`config.mk`:
```
export PLATFORM = sky130hd
export DESIGN_NAME = tmc_timers
export DESIGN_NICKNAME = d
export VERILOG_FILES = /design/src/common/tmc_pkg.sv /design/src/core/tmc_pin_sync.sv /design/src/core/tmc_timers.sv
export SDC_FILE = /design/constraint.sdc
export NUM_CORES = 1
export LEC_CHECK = 0
export ABC_AREA = 1
export BUFFER_PORTS_ARGS = -buffer_cell sky130_fd_sc_hd__clkbuf_2
export CORE_ASPECT_RATIO = 0.8
export CORE_MARGIN = 2
export CORE_UTILIZATION = 35
export CTS_BUF_LIST = sky130_fd_sc_hd__clkbuf_16
export CTS_CLUSTER_SIZE = 30
export DETAILED_ROUTE_END_ITERATION = 7
export MAX_ROUTING_LAYER = met4
export PLACE_DENSITY = 0.56
export SLEW_MARGIN = 15
export SYNTH_ARGS = -nofsm -noshare
export SYNTH_HDL_FRONTEND = slang
export SYNTH_SLANG_ARGS = --single-unit
```
`constraint.sdc`:
```
create_clock -name i_clk -period 8.5 [get_ports i_clk]
set_input_delay 1.7 -clock i_clk [delete_from_list [all_inputs] [get_ports i_clk]]
set_output_delay 1.7 -clock i_clk [all_outputs]
set_load 0.01 [all_outputs]
```
`src/common/tmc_pkg.sv`:
```
// Package: addresses, fields and encodings of the three timer/counters
//
// Overview of operation
// - Timer 2 overflow sets its overflow flag, never in baud mode.
// - Enabled timer2 edge input fall causing capture/reload sets edge flag.
// - Receive baud select picks timer 2 or timer 1 overflow strobes.
// - Transmit baud select picks timer 2 or timer 1 overflow strobes.
// - Edge enable allows edge capture/reload unless timer 2 clocks serial.
// - Timer 2 counts only while its run bit is one.
// - Count select picks timer2 count pin events or core clock.
// - Capture select picks capture or reload; baud mode forces reload.
// - Timers 0 and 1 are two byte registers, combined per mode.
// - Mode 0 counts 13 bits: high byte plus low five bits.
// - Wrap from all ones to zero sets the timer overflow flag.
// - Count enabled by run bit and gate off or interrupt pin high.
// - No prescaler; timer function advances once per core cycle.
// - Setting a run bit leaves the count registers untouched.
// - Mode 1 is mode 0 using all sixteen bits.
// - Mode 2 low byte counts, reloads from unchanged high byte.
// - Timer 1 in mode 3 holds its count.
// - Timer 0 mode 3 low byte uses timer 0 controls and flag.
// - Timer 0 mode 3 high byte counts cycles on timer 1 run/flag.
// - Then timer 1 runs outside its mode 3, baud use, no flag.
// - Mode codes: 00 13-bit, 01 16-bit, 10 reload, 11 split.
// - Timer 0/1 overflow flags clear when the core vectors.
// - Timer 2 mode: baud, else capture or reload; run zero is off.
// - Capture copies timer 2 low/high bytes to reload low/high.
package tmc_pkg;

  // ----------------------------------------------------------------
  // Register addresses
  // ----------------------------------------------------------------
  localparam logic [7:0] TMC_A_CTRL01 = 8'h88;
  localparam logic [7:0] TMC_A_MODE01 = 8'h89;
  localparam logic [7:0] TMC_A_TL0    = 8'h8A;
  localparam logic [7:0] TMC_A_TL1    = 8'h8B;
  localparam logic [7:0] TMC_A_TH0    = 8'h8C;
  localparam logic [7:0] TMC_A_TH1    = 8'h8D;
  localparam logic [7:0] TMC_A_CTRL2  = 8'hC8;
  localparam logic [7:0] TMC_A_RLD2L  = 8'hCA;
  localparam logic [7:0] TMC_A_RLD2H  = 8'hCB;
  localparam logic [7:0] TMC_A_TL2    = 8'hCC;
  localparam logic [7:0] TMC_A_TH2    = 8'hCD;

  // ----------------------------------------------------------------
  // Field positions and reset values
  // ----------------------------------------------------------------
  localparam int TMC_B_TF1 = 7;
  localparam int TMC_B_TR1 = 6;
  localparam int TMC_B_TF0 = 5;
  localparam int TMC_B_TR0 = 4;
  localparam int TMC_P13   = 5;  // prescaler bits in mode 0
  localparam logic [7:0] TMC_RST_BYTE = 8'h00;

  // ----------------------------------------------------------------
  // Encodings
  // ----------------------------------------------------------------
  localparam logic [1:0] TMC_M13   = 2'h0;
  localparam logic [1:0] TMC_M16   = 2'h1;
  localparam logic [1:0] TMC_M8R   = 2'h2;
  localparam logic [1:0] TMC_MSPLT = 2'h3;

  typedef enum logic [1:0] {
    TMC_T2_OFF  = 2'b00,
    TMC_T2_AUTO = 2'b01,
    TMC_T2_CAPT = 2'b10,
    TMC_T2_BAUD = 2'b11
  } tmc_t2_mode_t;

  // One nibble of the timer 0/1 mode register
  typedef struct packed {
    logic       gate;
    logic       ct;
    logic [1:0] mode;
  } tmc_timer01_mode_reg_t;

  // Timer 2 control register, bit 7 first
  typedef struct packed {
    logic tf2;
    logic timer2_edge_flag;
    logic rclk;
    logic tx_baud_from_timer2;
    logic timer2_edge_enable;
    logic tr2;
    logic ct2;
    logic timer2_capture_select;
  } tmc_timer2_control_t;

  // External pins, all asynchronous to the core clock
  typedef struct packed {
    logic irq1;
    logic irq0;
    logic timer2_edge_input;
    logic t2;
    logic t1;
    logic t0;
  } tmc_pins_t;

  localparam int TMC_NPINS = 6;

endpackage : tmc_pkg

```
`src/core/tmc_pin_sync.sv`:
```
// Two-stage synchroniser with falling-edge strobe for one pin
`timescale 1ns/1ps
`default_nettype none
module tmc_pin_sync (
  // Clock and reset
  input  wire logic i_clk,
  input  wire logic i_rst_n,
  // Pin and results
  input  wire logic i_pin,
  output logic      o_level,
  output logic      o_fall
);

  logic meta_q;
  logic sync_q;
  logic last_q;
  logic meta_d;
  logic sync_d;
  logic last_d;

  // Only sync_q and later stages feed logic
  always_comb begin
    meta_d = i_pin;
    sync_d = meta_q;
    last_d = sync_q;
  end

  always_ff @(posedge i_clk or negedge i_rst_n) begin
    if (!i_rst_n) begin
      meta_q <= 1'b1;
      sync_q <= 1'b1;
      last_q <= 1'b1;
    end else begin
      meta_q <= meta_d;
      sync_q <= sync_d;
      last_q <= last_d;
    end
  end

  assign o_level = sync_q;
  assign o_fall  = last_q & ~sync_q;

endmodule : tmc_pin_sync
`default_nettype wire

```
`src/core/tmc_timers.sv`:
```
// Timer/counters 0, 1 and 2 with their special function registers
`timescale 1ns/1ps
`default_nettype none
module tmc_timers
  import tmc_pkg::*;
(
  // Clock and reset
  input  wire logic       i_clk,
  input  wire logic       i_reset_n,
  // Special function register port
  input  wire logic [7:0] i_sfr_addr,
  input  wire logic       i_sfr_wr,
  input  wire logic [7:0] i_sfr_wdata,
  output logic      [7:0] o_sfr_rdata,
  // Interrupt vector acknowledges from the core
  input  wire logic       i_timer0_vector,
  input  wire logic       i_timer1_vector,
  // External pins
  input  wire logic       i_ext_irq0_pin,
  input  wire logic       i_ext_irq1_pin,
  input  wire logic       i_timer0_count_input,
  input  wire logic       i_timer1_count_input,
  input  wire logic       i_timer2_count_input,
  input  wire logic       i_timer2_edge_input,
  // Interrupt requests and serial baud strobes
  output logic            o_timer0_irq,
  output logic            o_timer1_irq,
  output logic            o_timer2_irq,
  output logic            o_rx_baud_tick,
  output logic            o_tx_baud_tick
);

  // ----------------------------------------------------------------
  // Reset release
  // ----------------------------------------------------------------
  logic rst_meta_q;
  logic rst_n;

  // Release is synchronised so all flops leave reset on one edge
  always_ff @(posedge i_clk or negedge i_reset_n) begin
    if (!i_reset_n) begin
      rst_meta_q <= 1'b0;
      rst_n      <= 1'b0;
    end else begin
      rst_meta_q <= 1'b1;
      rst_n      <= rst_meta_q;
    end
  end

  // ----------------------------------------------------------------
  // Pin synchronisers
  // ----------------------------------------------------------------
  tmc_pins_t pin_raw;
  tmc_pins_t pin_lvl;
  tmc_pins_t pin_fall;

  assign pin_raw = '{irq1: i_ext_irq1_pin, irq0: i_ext_irq0_pin,
                     timer2_edge_input: i_timer2_edge_input,
                     t2: i_timer2_count_input,
                     t1: i_timer1_count_input,
                     t0: i_timer0_count_input};

  genvar gi;
  generate
    for (gi = 0; gi < TMC_NPINS; gi++) begin : g_sync
      tmc_pin_sync u_sync (
        .i_clk   (i_clk),
        .i_rst_n (rst_n),
        .i_pin   (pin_raw[gi]),
        .o_level (pin_lvl[gi]),
        .o_fall  (pin_fall[gi])
      );
    end
  endgenerate

  // ----------------------------------------------------------------
  // Helpers
  // ----------------------------------------------------------------

  // One count step of a timer 0/1 pair: {overflow, high, low}
  function automatic logic [16:0] tmc_step(
    input logic [1:0] m,
    input logic [7:0] th,
    input logic [7:0] tl
  );
    logic [13:0] c13;
    logic [16:0] c16;
    logic [8:0]  c8;
    logic [16:0] r;
    begin
      c13 = {1'b0, th, tl[TMC_P13-1:0]} + 14'h1;
      c16 = {1'b0, th, tl} + 17'h1;
      c8  = {1'b0, tl} + 9'h1;
      case (m)
        // Upper low-byte bits are left alone, they carry no count
        TMC_M13: r = {c13[13], c13[12:TMC_P13], tl[7:TMC_P13],
                      c13[TMC_P13-1:0]};
        TMC_M16: r = c16;
        TMC_M8R: r = {c8[8], th, c8[8] ? th : c8[7:0]};
        default: r = {c8[8], th, c8[7:0]};
      endcase
      return r;
    end
  endfunction : tmc_step

  // Write strobe decode, used for every register
  function automatic logic tmc_hit(input logic [7:0] a);
    return i_sfr_wr && (i_sfr_addr == a);
  endfunction : tmc_hit

  // ----------------------------------------------------------------
  // Timer 0 and timer 1
  // ----------------------------------------------------------------
  logic [7:0] tl0_q, tl0_d, th0_q, th0_d;
  logic [7:0] tl1_q, tl1_d, th1_q, th1_d;
  tmc_timer01_mode_reg_t  md0_q, md0_d, md1_q, md1_d;
  logic       tr0_q, tr0_d, tr1_q, tr1_d;
  logic       tf0_q, tf0_d, tf1_q, tf1_d;
  logic       t1ovf_q, t1ovf_d;
  logic       en0, en1, enh0, split0;
  logic [16:0] st0, st1;
  logic [8:0]  h0;
  logic        set_tf0, set_tf1;

  always_comb begin
    split0 = (md0_q.mode == TMC_MSPLT);
    // Gate pin only holds the count, run bit is the master
    en0 = tr0_q && (!md0_q.gate || pin_lvl.irq0)
          && (md0_q.ct ? pin_fall.t0 : 1'b1);
    // Timer 1 runs free of its run bit while timer 0 is split
    en1 = (split0 ? 1'b1 : tr1_q)
          && (!md1_q.gate || pin_lvl.irq1)
          && (md1_q.ct ? pin_fall.t1 : 1'b1)
          && (md1_q.mode != TMC_MSPLT);
    enh0 = split0 && tr1_q;
    st0 = tmc_step(md0_q.mode, th0_q, tl0_q);
    st1 = tmc_step(md1_q.mode, th1_q, tl1_q);
    h0  = {1'b0, th0_q} + 9'h1;
    tl0_d = tl0_q;
    th0_d = th0_q;
    tl1_d = tl1_q;
    th1_d = th1_q;
    set_tf0 = 1'b0;
    set_tf1 = 1'b0;
    t1ovf_d = 1'b0;
    // Counting; the run bit never touches the count bytes
    if (en0) begin
      tl0_d = st0[7:0];
      if (!split0) begin
        th0_d = st0[15:8];
      end
      set_tf0 = st0[16];
    end
    if (enh0) begin
      th0_d   = h0[7:0];
      set_tf1 = h0[8];
    end
    if (en1) begin
      tl1_d   = st1[7:0];
      th1_d   = st1[15:8];
      t1ovf_d = st1[16];
      if (!split0) begin
        set_tf1 = st1[16];
      end
    end
    // Software writes win over a count in the same cycle
    if (tmc_hit(TMC_A_TL0)) tl0_d = i_sfr_wdata;
    if (tmc_hit(TMC_A_TH0)) th0_d = i_sfr_wdata;
    if (tmc_hit(TMC_A_TL1)) tl1_d = i_sfr_wdata;
    if (tmc_hit(TMC_A_TH1)) th1_d = i_sfr_wdata;
    md0_d = md0_q;
    md1_d = md1_q;
    if (tmc_hit(TMC_A_MODE01)) begin
      md1_d = i_sfr_wdata[7:4];
      md0_d = i_sfr_wdata[3:0];
    end
    tr0_d = tr0_q;
    tr1_d = tr1_q;
    tf0_d = tf0_q & ~i_timer0_vector;
    tf1_d = tf1_q & ~i_timer1_vector;
    if (tmc_hit(TMC_A_CTRL01)) begin
      tr0_d = i_sfr_wdata[TMC_B_TR0];
      tr1_d = i_sfr_wdata[TMC_B_TR1];
      tf0_d = i_sfr_wdata[TMC_B_TF0];
      tf1_d = i_sfr_wdata[TMC_B_TF1];
    end
    // A new overflow outranks any clear in the same cycle
    tf0_d = tf0_d | set_tf0;
    tf1_d = tf1_d | set_tf1;
  end

  always_ff @(posedge i_clk or negedge rst_n) begin
    if (!rst_n) begin
      tl0_q   <= TMC_RST_BYTE;
      th0_q   <= TMC_RST_BYTE;
      tl1_q   <= TMC_RST_BYTE;
      th1_q   <= TMC_RST_BYTE;
      md0_q   <= '0;
      md1_q   <= '0;
      tr0_q   <= 1'b0;
      tr1_q   <= 1'b0;
      tf0_q   <= 1'b0;
      tf1_q   <= 1'b0;
      t1ovf_q <= 1'b0;
    end else begin
      tl0_q   <= tl0_d;
      th0_q   <= th0_d;
      tl1_q   <= tl1_d;
      th1_q   <= th1_d;
      md0_q   <= md0_d;
      md1_q   <= md1_d;
      tr0_q   <= tr0_d;
      tr1_q   <= tr1_d;
      tf0_q   <= tf0_d;
      tf1_q   <= tf1_d;
      t1ovf_q <= t1ovf_d;
    end
  end

  // ----------------------------------------------------------------
  // Timer 2
  // ----------------------------------------------------------------
  tmc_timer2_control_t   c2_q, c2_d;
  logic [7:0]   tl2_q, tl2_d, th2_q, th2_d;
  logic [7:0]   rl2_q, rl2_d, rh2_q, rh2_d;
  logic         rxt_q, rxt_d, txt_q, txt_d;
  tmc_t2_mode_t t2_mode;
  logic         baud2, tick2, edge2, set_tf2, ovf2;
  logic [16:0]  c2n;

  always_comb begin
    baud2 = c2_q.rclk | c2_q.tx_baud_from_timer2;
    if (!c2_q.tr2) begin
      t2_mode = TMC_T2_OFF;
    end else if (baud2) begin
      t2_mode = TMC_T2_BAUD;
    end else if (c2_q.timer2_capture_select) begin
      t2_mode = TMC_T2_CAPT;
    end else begin
      t2_mode = TMC_T2_AUTO;
    end
    tick2 = c2_q.ct2 ? pin_fall.t2 : 1'b1;
    edge2 = c2_q.timer2_edge_enable & pin_fall.timer2_edge_input;
    c2n   = {1'b0, th2_q, tl2_q} + 17'h1;
    ovf2  = 1'b0;
    tl2_d = tl2_q;
    th2_d = th2_q;
    rl2_d = rl2_q;
    rh2_d = rh2_q;
    set_tf2 = 1'b0;
    case (t2_mode)
      TMC_T2_AUTO, TMC_T2_BAUD: begin
        if (tick2) begin
          ovf2 = c2n[16];
          // Reload replaces the wrap when the count overflows
          {th2_d, tl2_d} = ovf2 ? {rh2_q, rl2_q} : c2n[15:0];
        end
      end
      TMC_T2_CAPT: begin
        if (tick2) begin
          ovf2 = c2n[16];
          {th2_d, tl2_d} = c2n[15:0];
        end
      end
      default: begin
        ovf2 = 1'b0;
      end
    endcase
    set_tf2 = ovf2 & ~baud2;
    // Edges act even while stopped; baud use blocks the action
    if (edge2 && !baud2) begin
      if (c2_q.timer2_capture_select) begin
        rl2_d = tl2_q;
        rh2_d = th2_q;
      end else begin
        {th2_d, tl2_d} = {rh2_q, rl2_q};
      end
    end
    // Baud strobes last one cycle per overflow
    rxt_d = c2_q.rclk ? (ovf2 & baud2) : t1ovf_q;
    txt_d = c2_q.tx_baud_from_timer2 ? (ovf2 & baud2) : t1ovf_q;
    if (tmc_hit(TMC_A_TL2)) tl2_d = i_sfr_wdata;
    if (tmc_hit(TMC_A_TH2)) th2_d = i_sfr_wdata;
    if (tmc_hit(TMC_A_RLD2L)) rl2_d = i_sfr_wdata;
    if (tmc_hit(TMC_A_RLD2H)) rh2_d = i_sfr_wdata;
    c2_d = c2_q;
    if (tmc_hit(TMC_A_CTRL2)) c2_d = tmc_timer2_control_t'(i_sfr_wdata);
    // Hardware sets outrank a software clear
    c2_d.tf2  = c2_d.tf2 | set_tf2;
    c2_d.timer2_edge_flag = c2_d.timer2_edge_flag | edge2;
  end

  always_ff @(posedge i_clk or negedge rst_n) begin
    if (!rst_n) begin
      c2_q  <= '0;
      tl2_q <= TMC_RST_BYTE;
      th2_q <= TMC_RST_BYTE;
      rl2_q <= TMC_RST_BYTE;
      rh2_q <= TMC_RST_BYTE;
      rxt_q <= 1'b0;
      txt_q <= 1'b0;
    end else begin
      c2_q  <= c2_d;
      tl2_q <= tl2_d;
      th2_q <= th2_d;
      rl2_q <= rl2_d;
      rh2_q <= rh2_d;
      rxt_q <= rxt_d;
      txt_q <= txt_d;
    end
  end

  // ----------------------------------------------------------------
  // Read data and request outputs
  // ----------------------------------------------------------------
  logic [7:0] rd_q, rd_d;
  logic       irq0_q, irq1_q, irq2_q;

  // Read data trails the address by one cycle; low control bits are
  // owned by the external interrupt logic and read as zero here
  always_comb begin
    case (i_sfr_addr)
      TMC_A_CTRL01: rd_d = {tf1_q, tr1_q, tf0_q, tr0_q, 4'h0};
      TMC_A_MODE01: rd_d = {md1_q, md0_q};
      TMC_A_TL0:    rd_d = tl0_q;
      TMC_A_TL1:    rd_d = tl1_q;
      TMC_A_TH0:    rd_d = th0_q;
      TMC_A_TH1:    rd_d = th1_q;
      TMC_A_CTRL2:  rd_d = c2_q;
      TMC_A_RLD2L:  rd_d = rl2_q;
      TMC_A_RLD2H:  rd_d = rh2_q;
      TMC_A_TL2:    rd_d = tl2_q;
      TMC_A_TH2:    rd_d = th2_q;
      default:      rd_d = 8'h00;
    endcase
  end

  always_ff @(posedge i_clk or negedge rst_n) begin
    if (!rst_n) begin
      rd_q   <= 8'h00;
      irq0_q <= 1'b0;
      irq1_q <= 1'b0;
      irq2_q <= 1'b0;
    end else begin
      rd_q   <= rd_d;
      irq0_q <= tf0_d;
      irq1_q <= tf1_d;
      irq2_q <= c2_d.tf2 | c2_d.timer2_edge_flag;
    end
  end

  assign o_sfr_rdata    = rd_q;
  assign o_timer0_irq   = irq0_q;
  assign o_timer1_irq   = irq1_q;
  assign o_timer2_irq   = irq2_q;
  assign o_rx_baud_tick = rxt_q;
  assign o_tx_baud_tick = txt_q;

endmodule : tmc_timers
`default_nettype wire

```
== Word-level counts from Yosys, hierarchy flattened ==
Index checks and enable logic that the tools add are counted.

* Bits in registers: 114
* Bits in latches: 0
* Bits in writable memories: 0
* Bits in read-only memories: 0
* Input bits: 27
* Memories: 0

* $add $sub $neg: 8
* $mul: 0
* Div/mod/pow operators: 0
* Order comparisons: 0
* Eq/ne operators: 25
* Shift operators: 0
* Mux-type cells: 53
* Bitwise gates (word level): 22
* Reductions and logical operators: 43

{| class="wikitable"
|+ Operator list
! cell !! number
|-
| $mux 8 || 29
|-
| $pmux 17 s3 || 2
|-
| $eq 8x8->1 const B || 11
|-
| $pmux 8 s11 || 1
|-
| $add 16x1->17 const B || 3
|-
| $pmux 8 s2 || 2
|-
| $add 13x1->14 const B || 2
|-
| $add 8x1->9 const B || 3
|-
| $logic_and 1x1->1 || 18
|-
| $mux 16 || 1
|-
| $mux 1 || 15
|-
| $reduce_bool 2->1 || 7
|-
| $eq 2x2->1 const B || 5
|-
| $and 1x1->1 || 9
|-
| $ne 2x2->1 const B || 4
|-
| $reduce_and 2->1 || 4
|-
| $not 1->1 || 7
|-
| $eq 2x1->1 const B || 3
|-
| $mux 2 || 3
|-
| $or 1x1->1 || 6
|-
| $reduce_bool 3->1 || 2
|-
| $logic_not 2->1 || 2
|-
| $reduce_and 4->1 || 1
|-
| $reduce_bool 4->1 || 1
|-
| other kinds (7) || 10
|}

== Depth between registers and ports, before layout ==
* Word-level depth: 9
* Mapped depth: 15
* Mapped depth without buffers: 14

== By module ==
A second synthesis with hierarchy kept.

* Cells, all modules: 1131
* Area total of the unflattened synthesis: 7950.1 µm²

{| class="wikitable"
|+ By module, submodules not included
! module !! times used !! cells an instance !! area an instance (µm²)
|-
| tmc_timers || 1 || 1101 || 7417.1
|-
| tmc_pin_sync || 6 || 5 || 88.8
|}

== Least setup slack after synthesis ==
Ideal clock, no wire load.

* Path type: in2reg
* Start: input i_sfr_addr[3]
* End: register rh2_q[4]
* Data arrival time: 2788 ps
* Path slack: 5573 ps
* Cell stages on the path: 10
* Cells stage by stage: inv_1 nor2_1 inv_1 nor2_1 nand2_1 inv_2 nand2_1 clkbuf_1 nand2_1 o221ai_1

* Cells in the longest elaborated chain, start to end: 4

{| class="wikitable"
|+ Ends and longest elaborated chain
! item !! line !! RTL
|-
| start: declaration || tmc_timers.sv:11 || <nowiki>input wire logic [7:0] i_sfr_addr,</nowiki>
|-
| $eq 8x8->1 (*) || tmc_timers.sv:108 || <nowiki>return i_sfr_wr && (i_sfr_addr == a);</nowiki>
|-
| $logic_and 1x1->1 (*) || tmc_timers.sv:108 ||
|-
| $reduce_bool 2->1 (no source line) || n/a ||
|-
| $reduce_and 2->1 (no source line) || n/a ||
|-
| end signal: assignment || tmc_timers.sv:307 || <nowiki>rh2_q <= rh2_d;</nowiki>
|-
| end: declaration || tmc_timers.sv:225 || <nowiki>logic [7:0] rl2_q, rl2_d, rh2_q, rh2_d;</nowiki>
|}

Every way passes the cells marked *; elsewhere a longest branch is shown, timed or not.
A chain may end at the register's enable or synchronous reset.

== Final worst setup path ==
* Start: input i_sfr_addr[3]
* End: register rl2_q[6]

* Cells in the longest elaborated chain, start to end: 4

{| class="wikitable"
|+ Ends and longest elaborated chain
! item !! line !! RTL
|-
| $eq 8x8->1 (*) || tmc_timers.sv:108 ||
|-
| $logic_and 1x1->1 (*) || tmc_timers.sv:108 ||
|-
| $reduce_bool 2->1 (no source line) || n/a ||
|-
| $reduce_and 2->1 (no source line) || n/a ||
|-
| end signal: assignment || tmc_timers.sv:306 || <nowiki>rl2_q <= rl2_d;</nowiki>
|-
| end: declaration || tmc_timers.sv:225 ||
|}

Marked as above.

==> metrics.sh <==
CELLPOWERDENSITY_nW_PER_UM2=219.3
TIMING.FINAL.MAX_SLEW_VIOLATIONS=0
CRIT_PATH_CELL_TRACE='clkbuf_2 > inv_1 > nor2_1 > inv_1 > nor3_2 > nand2_1 > inv_2 > nand2_1 > nand2_1 > o221ai_1'
CP_NUM_CELLS=10
VDD_DROP_MAX_mV=0.1396
GRT.OVERFLOW.TOTAL=0
SYNTH_TOP_CELLS_BY_COUNT='304 x sky130_fd_sc_hd__nand2_1, 136 x sky130_fd_sc_hd__inv_1, 115 x sky130_fd_sc_hd__nand3_1, 98 x sky130_fd_sc_hd__dfrtp_1, 69 x sky130_fd_sc_hd__o21ai_0'
CTS_MADE_BUFFERS=17
MAXSLEWHEADROOM_PCT=20.82
POWER.LEAKAGE_nW=4.015
NUMBER_OF_ENABLE_TYPE_REGISTER_CELLS_IN_THE_SYNTHESIZED_NETLIST=0
HOLDCRITPATHCLASS='flip-flop to flip-flop'
POST-SYNTH-TOP-AREA-FRACTION_PCT=31.81
FF2FF_SETUP_SLACK_NS=5.74
COREAREA_UM2=21620
GRT_SETUP_UNREPAIRED='false'
OUTCOME='complete, but fails checks'
SYNTH.MOST_COMMON_CELL='sky130_fd_sc_hd__nand2_1'
YS.WARNINGS.COUNT=0
NUM_VIAS=8274
PLACE_INST=1401
WIRE_LENGTH_OF_THE_FIRST_GLOBAL_ROUTING_PASS_UM=45070
SETUP-VIOLATIONS-FINAL=0
HOLD_VIOL=0
NNETSFINAL=1176
ANTENNA_FOUND_INITIAL=1
CP-END-KIND='flip-flop'
YS_TOP_CELLS_BY_AREA='sky130_fd_sc_hd__dfrtp_1 32%, sky130_fd_sc_hd__nand2_1 15%, sky130_fd_sc_hd__nand3_1 7.5%'
SYN-NUM-NETS=1143
CLOCK-SKEW-FINAL_NS=0.008919
GLOBAL_ROUTE.USAGE.TOTAL_PCT=26.83
FINAL-INSTANCE-COUNT-EXCL-FILL=1434
MAX-CLOCK-PATH-BUFFERS=2
AREA_DELTA_SYNTH_FINAL_PCT=13.11
TIMING_WORST_SLEW_PIN_VALUE_NS=1.177
SYNTH_TOP_CELL_BY_AREA='sky130_fd_sc_hd__dfrtp_1'
TOTALNEGATIVESETUPSLACK_NS=0
CPLARGESTDELAYFAMILY='simple AND/OR/NAND/NOR gates'
ANTENNA_LEFT=0
GP_CONGESTION=0.9771
CHIPWIDTH_UM=169.9
REG2REGPATHDEPTH=10
CRITICAL_PATH.MOST_COMMON_CELL='sky130_fd_sc_hd__nand2_1'
CTS.ROOT.BUFFER_CELL='sky130_fd_sc_hd__clkbuf_16'
PLACEDINSTANCEAREA_UM2=8167
SYN-INSTANCE-COUNT=1112
ROUTE.FINAL.WIRE_LENGTH_UM=29320
R2R-END='th2_q[7]'
POST-ROUTE-CELL-AREA_UM2=8721
MOST_USED_FLIP_FLOP_CELL_AFTER_SYNTHESIS='sky130_fd_sc_hd__dfrtp_1'
CTS_NUM_SINKS=114
INITIAL_CORE_UTIL_PCT=35.66
POST_CTS_SETUP_BUFFER_COUNT=0
ASYNC_RESET_FF_SHARE_PCT=100.0
CORE.ROWCOUNT=48
CRITPATHLAUNCHTYPE='input port'
DETAILEDPLACEMENTHPWL_UM=21200
SETUP.WORST_PATH.END='rl2_q[6]'
POST-ROUTE-PERIOD-UTIL_PCT=39.25
SYNTHDISTINCTLIBCELLS=45
SYN-CELL-AREA_UM2=7710
AVGVIACOUNTPERCELL=5.770
CLOCK_TREE_FROM_TRITONCTS='done'
FP.DIEH_UM=136.8
DESIGN.DIE.AREA_UM2=23240
NUMBER_OF_PRIMARY_I_O_PINS=40
FMAXACHIEVABLE_GHz=0.2998
GRT_START_MAX_NET_PINS=59
SYNTHESIS.AREA_PER_INSTANCE_UM2=6.933
DRC=3
LAYOUT-DRIVE-GT1-SHARE_PCT=12.44
FIRST_GLOBAL_VIAS=7404
FILLER_CELL_COUNT=2255
DETAIL_ROUTE.FIRST_PASS.ITERATIONS=8
PORT_BUFFERS=39
FAILED_CHECKS='DRC'
CRITICAL_PATH.MAX_STAGE_DELAY_NS=0.41
R2R-START='c2_q[2]'
CRIT_SLOWEST_CELL='sky130_fd_sc_hd__nand2_1'
CLK-INSERTION-DELAY-LATE_NS=0.43
CTS-RESIZED-GATES=0
REGISTER_BIT_COUNT_REPORTED_BY_YOSYS=114
FIRST_ITER_VIOLATIONS=1152
CTS-HOLD-FIX-BUFFERS=0
CRITPATHBUFINV=4
SYNTH_SEQ_AREA_SHARE_PCT=37.26
DRV.MAX_CAP_VIOLATION_COUNT=0
CTS_MAX_LEVEL=4
ROUTED_WIRE_LENGTH_PER_INSTANCE_UM=20.45
CRITICAL_PATH.MAX_FANOUT=18
PERIOD_MINUS_SLACK_NS=3.336
WORSTSETUPSTARTPOINT='i_sfr_addr[3]'
CP.REQUIRED_NS=8.77
CTS.REPORTEDPATHS.CLKPINSLEW_NS=0.05
CRIT_TYPE='input port to flip-flop'
WORSTPATHARRIVAL_NS=3.61
[worst min path at each step]
| stage | end | cells after the start | from |
|---|---|---|---|
| 3_3_place_gp | rst_n | 0 | rst_meta_q |
| 6_report | rst_n | 0 | rst_meta_q |
| 4_1_cts | rst_n | 0 | rst_meta_q |
| 3_5_place_dp | rst_n | 0 | rst_meta_q |
| 5_1_grt | rst_n | 0 | rst_meta_q |
| 2_1_floorplan | rst_n | 0 | rst_meta_q |
[state kept, by name, summed over array words and instances, names as in the netlist, 6 cells and up]
| name | cells |
|---|---|
| tl2_q | 8 |
| o_sfr_rdata | 8 |
| rl2_q | 8 |
| th0_q | 8 |
| th1_q | 8 |
| c2_q | 8 |
| g_sync.u_sync.o_level | 6 |
| rh2_q | 8 |
| tl1_q | 8 |
| tl0_q | 8 |
| th2_q | 8 |
| g_sync.u_sync.meta_q | 6 |
[per-stage QoR]
| step | utilization, % | setup WS, ns | power, mW | hold WS [ns] |
|---|---|---|---|---|
| floorplan | - | 5.117 | 1.046 | 0.3312 |
| global placement | 37.76 | 4.844 | 1.215 | 0.3338 |
| detailed placement | 37.77 | 4.822 | 1.213 | 0.3402 |
| CTS | 40.32 | 5.265 | 1.905 | 0.3556 |
| global route | 40.34 | 4.945 | 2.020 | 0.3584 |
| finish | 40.34 | 5.164 | 1.912 | 0.3523 |
[logic make-up after synthesis]
logic type	after synthesis	share of synthesized area, %
AO/OA/AOI/OAI	243	19.86
flip-flops	114	37.26
other	1	0.04864
adder cells (fa/ha/maj)	4	0.6492
XOR/XNOR	12	1.363
AND/OR/NAND/NOR	547	31.24
buffers and inverters	191	9.575
[metal layers]
layer	share of wire, %	global-route usage [%]	vias up
li1	-	-	3833
met1	47	40.38	3902
met2	40	34.97	491
met3	10	5.437	48
met4	3.1	9.449	0
met5	0	-	-
[power by group]
group          switching (mW)  internal (mW)  total [mW]
Clock                   0.266          0.422       0.687
Sequential              0.147          0.627       0.775
Combinational           0.297          0.153       0.450
Total                   0.710           1.20        1.91
[area by class of cell]
class	instances	area (um^2)	area share (%)
clock buffer	17	425.4	4.878
inverter	162	608.1	6.973
sequential	114	2877	32.98
antenna	1	2.502	0.02869
clock inverter	15	126.4	1.449
tap	275	344.1	3.945
timing repair buffer	43	225.2	2.582
multi-input combinational	807	4113	47.16
[placed cells by master (no fill, tap or decap), types with 3 or more instances in the layout]
cell	n
sky130_fd_sc_hd__a21oi_1	34
sky130_fd_sc_hd__a221oi_1	10
sky130_fd_sc_hd__a31o_1	3
sky130_fd_sc_hd__buf_4	4
sky130_fd_sc_hd__clkbuf_16	17
sky130_fd_sc_hd__clkbuf_2	39
sky130_fd_sc_hd__clkinv_1	6
sky130_fd_sc_hd__clkinv_2	4
sky130_fd_sc_hd__dfrtp_1	97
sky130_fd_sc_hd__dfstp_2	16
sky130_fd_sc_hd__ha_1	4
sky130_fd_sc_hd__inv_1	138
sky130_fd_sc_hd__inv_2	24
sky130_fd_sc_hd__nand2_1	304
sky130_fd_sc_hd__nand3_1	115
sky130_fd_sc_hd__nand3b_1	6
sky130_fd_sc_hd__nand4_1	15
sky130_fd_sc_hd__nor2_1	62
sky130_fd_sc_hd__nor2_2	9
sky130_fd_sc_hd__nor2_4	6
sky130_fd_sc_hd__nor3_1	14
sky130_fd_sc_hd__nor3_2	3
sky130_fd_sc_hd__nor4_1	4
sky130_fd_sc_hd__o211ai_1	25
sky130_fd_sc_hd__o211ai_2	6
sky130_fd_sc_hd__o21ai_0	69
sky130_fd_sc_hd__o21ai_1	29
sky130_fd_sc_hd__o221ai_1	24
sky130_fd_sc_hd__o22ai_1	34
sky130_fd_sc_hd__xor2_1	11
Note: power is estimated with default switching activity, not from simulation.
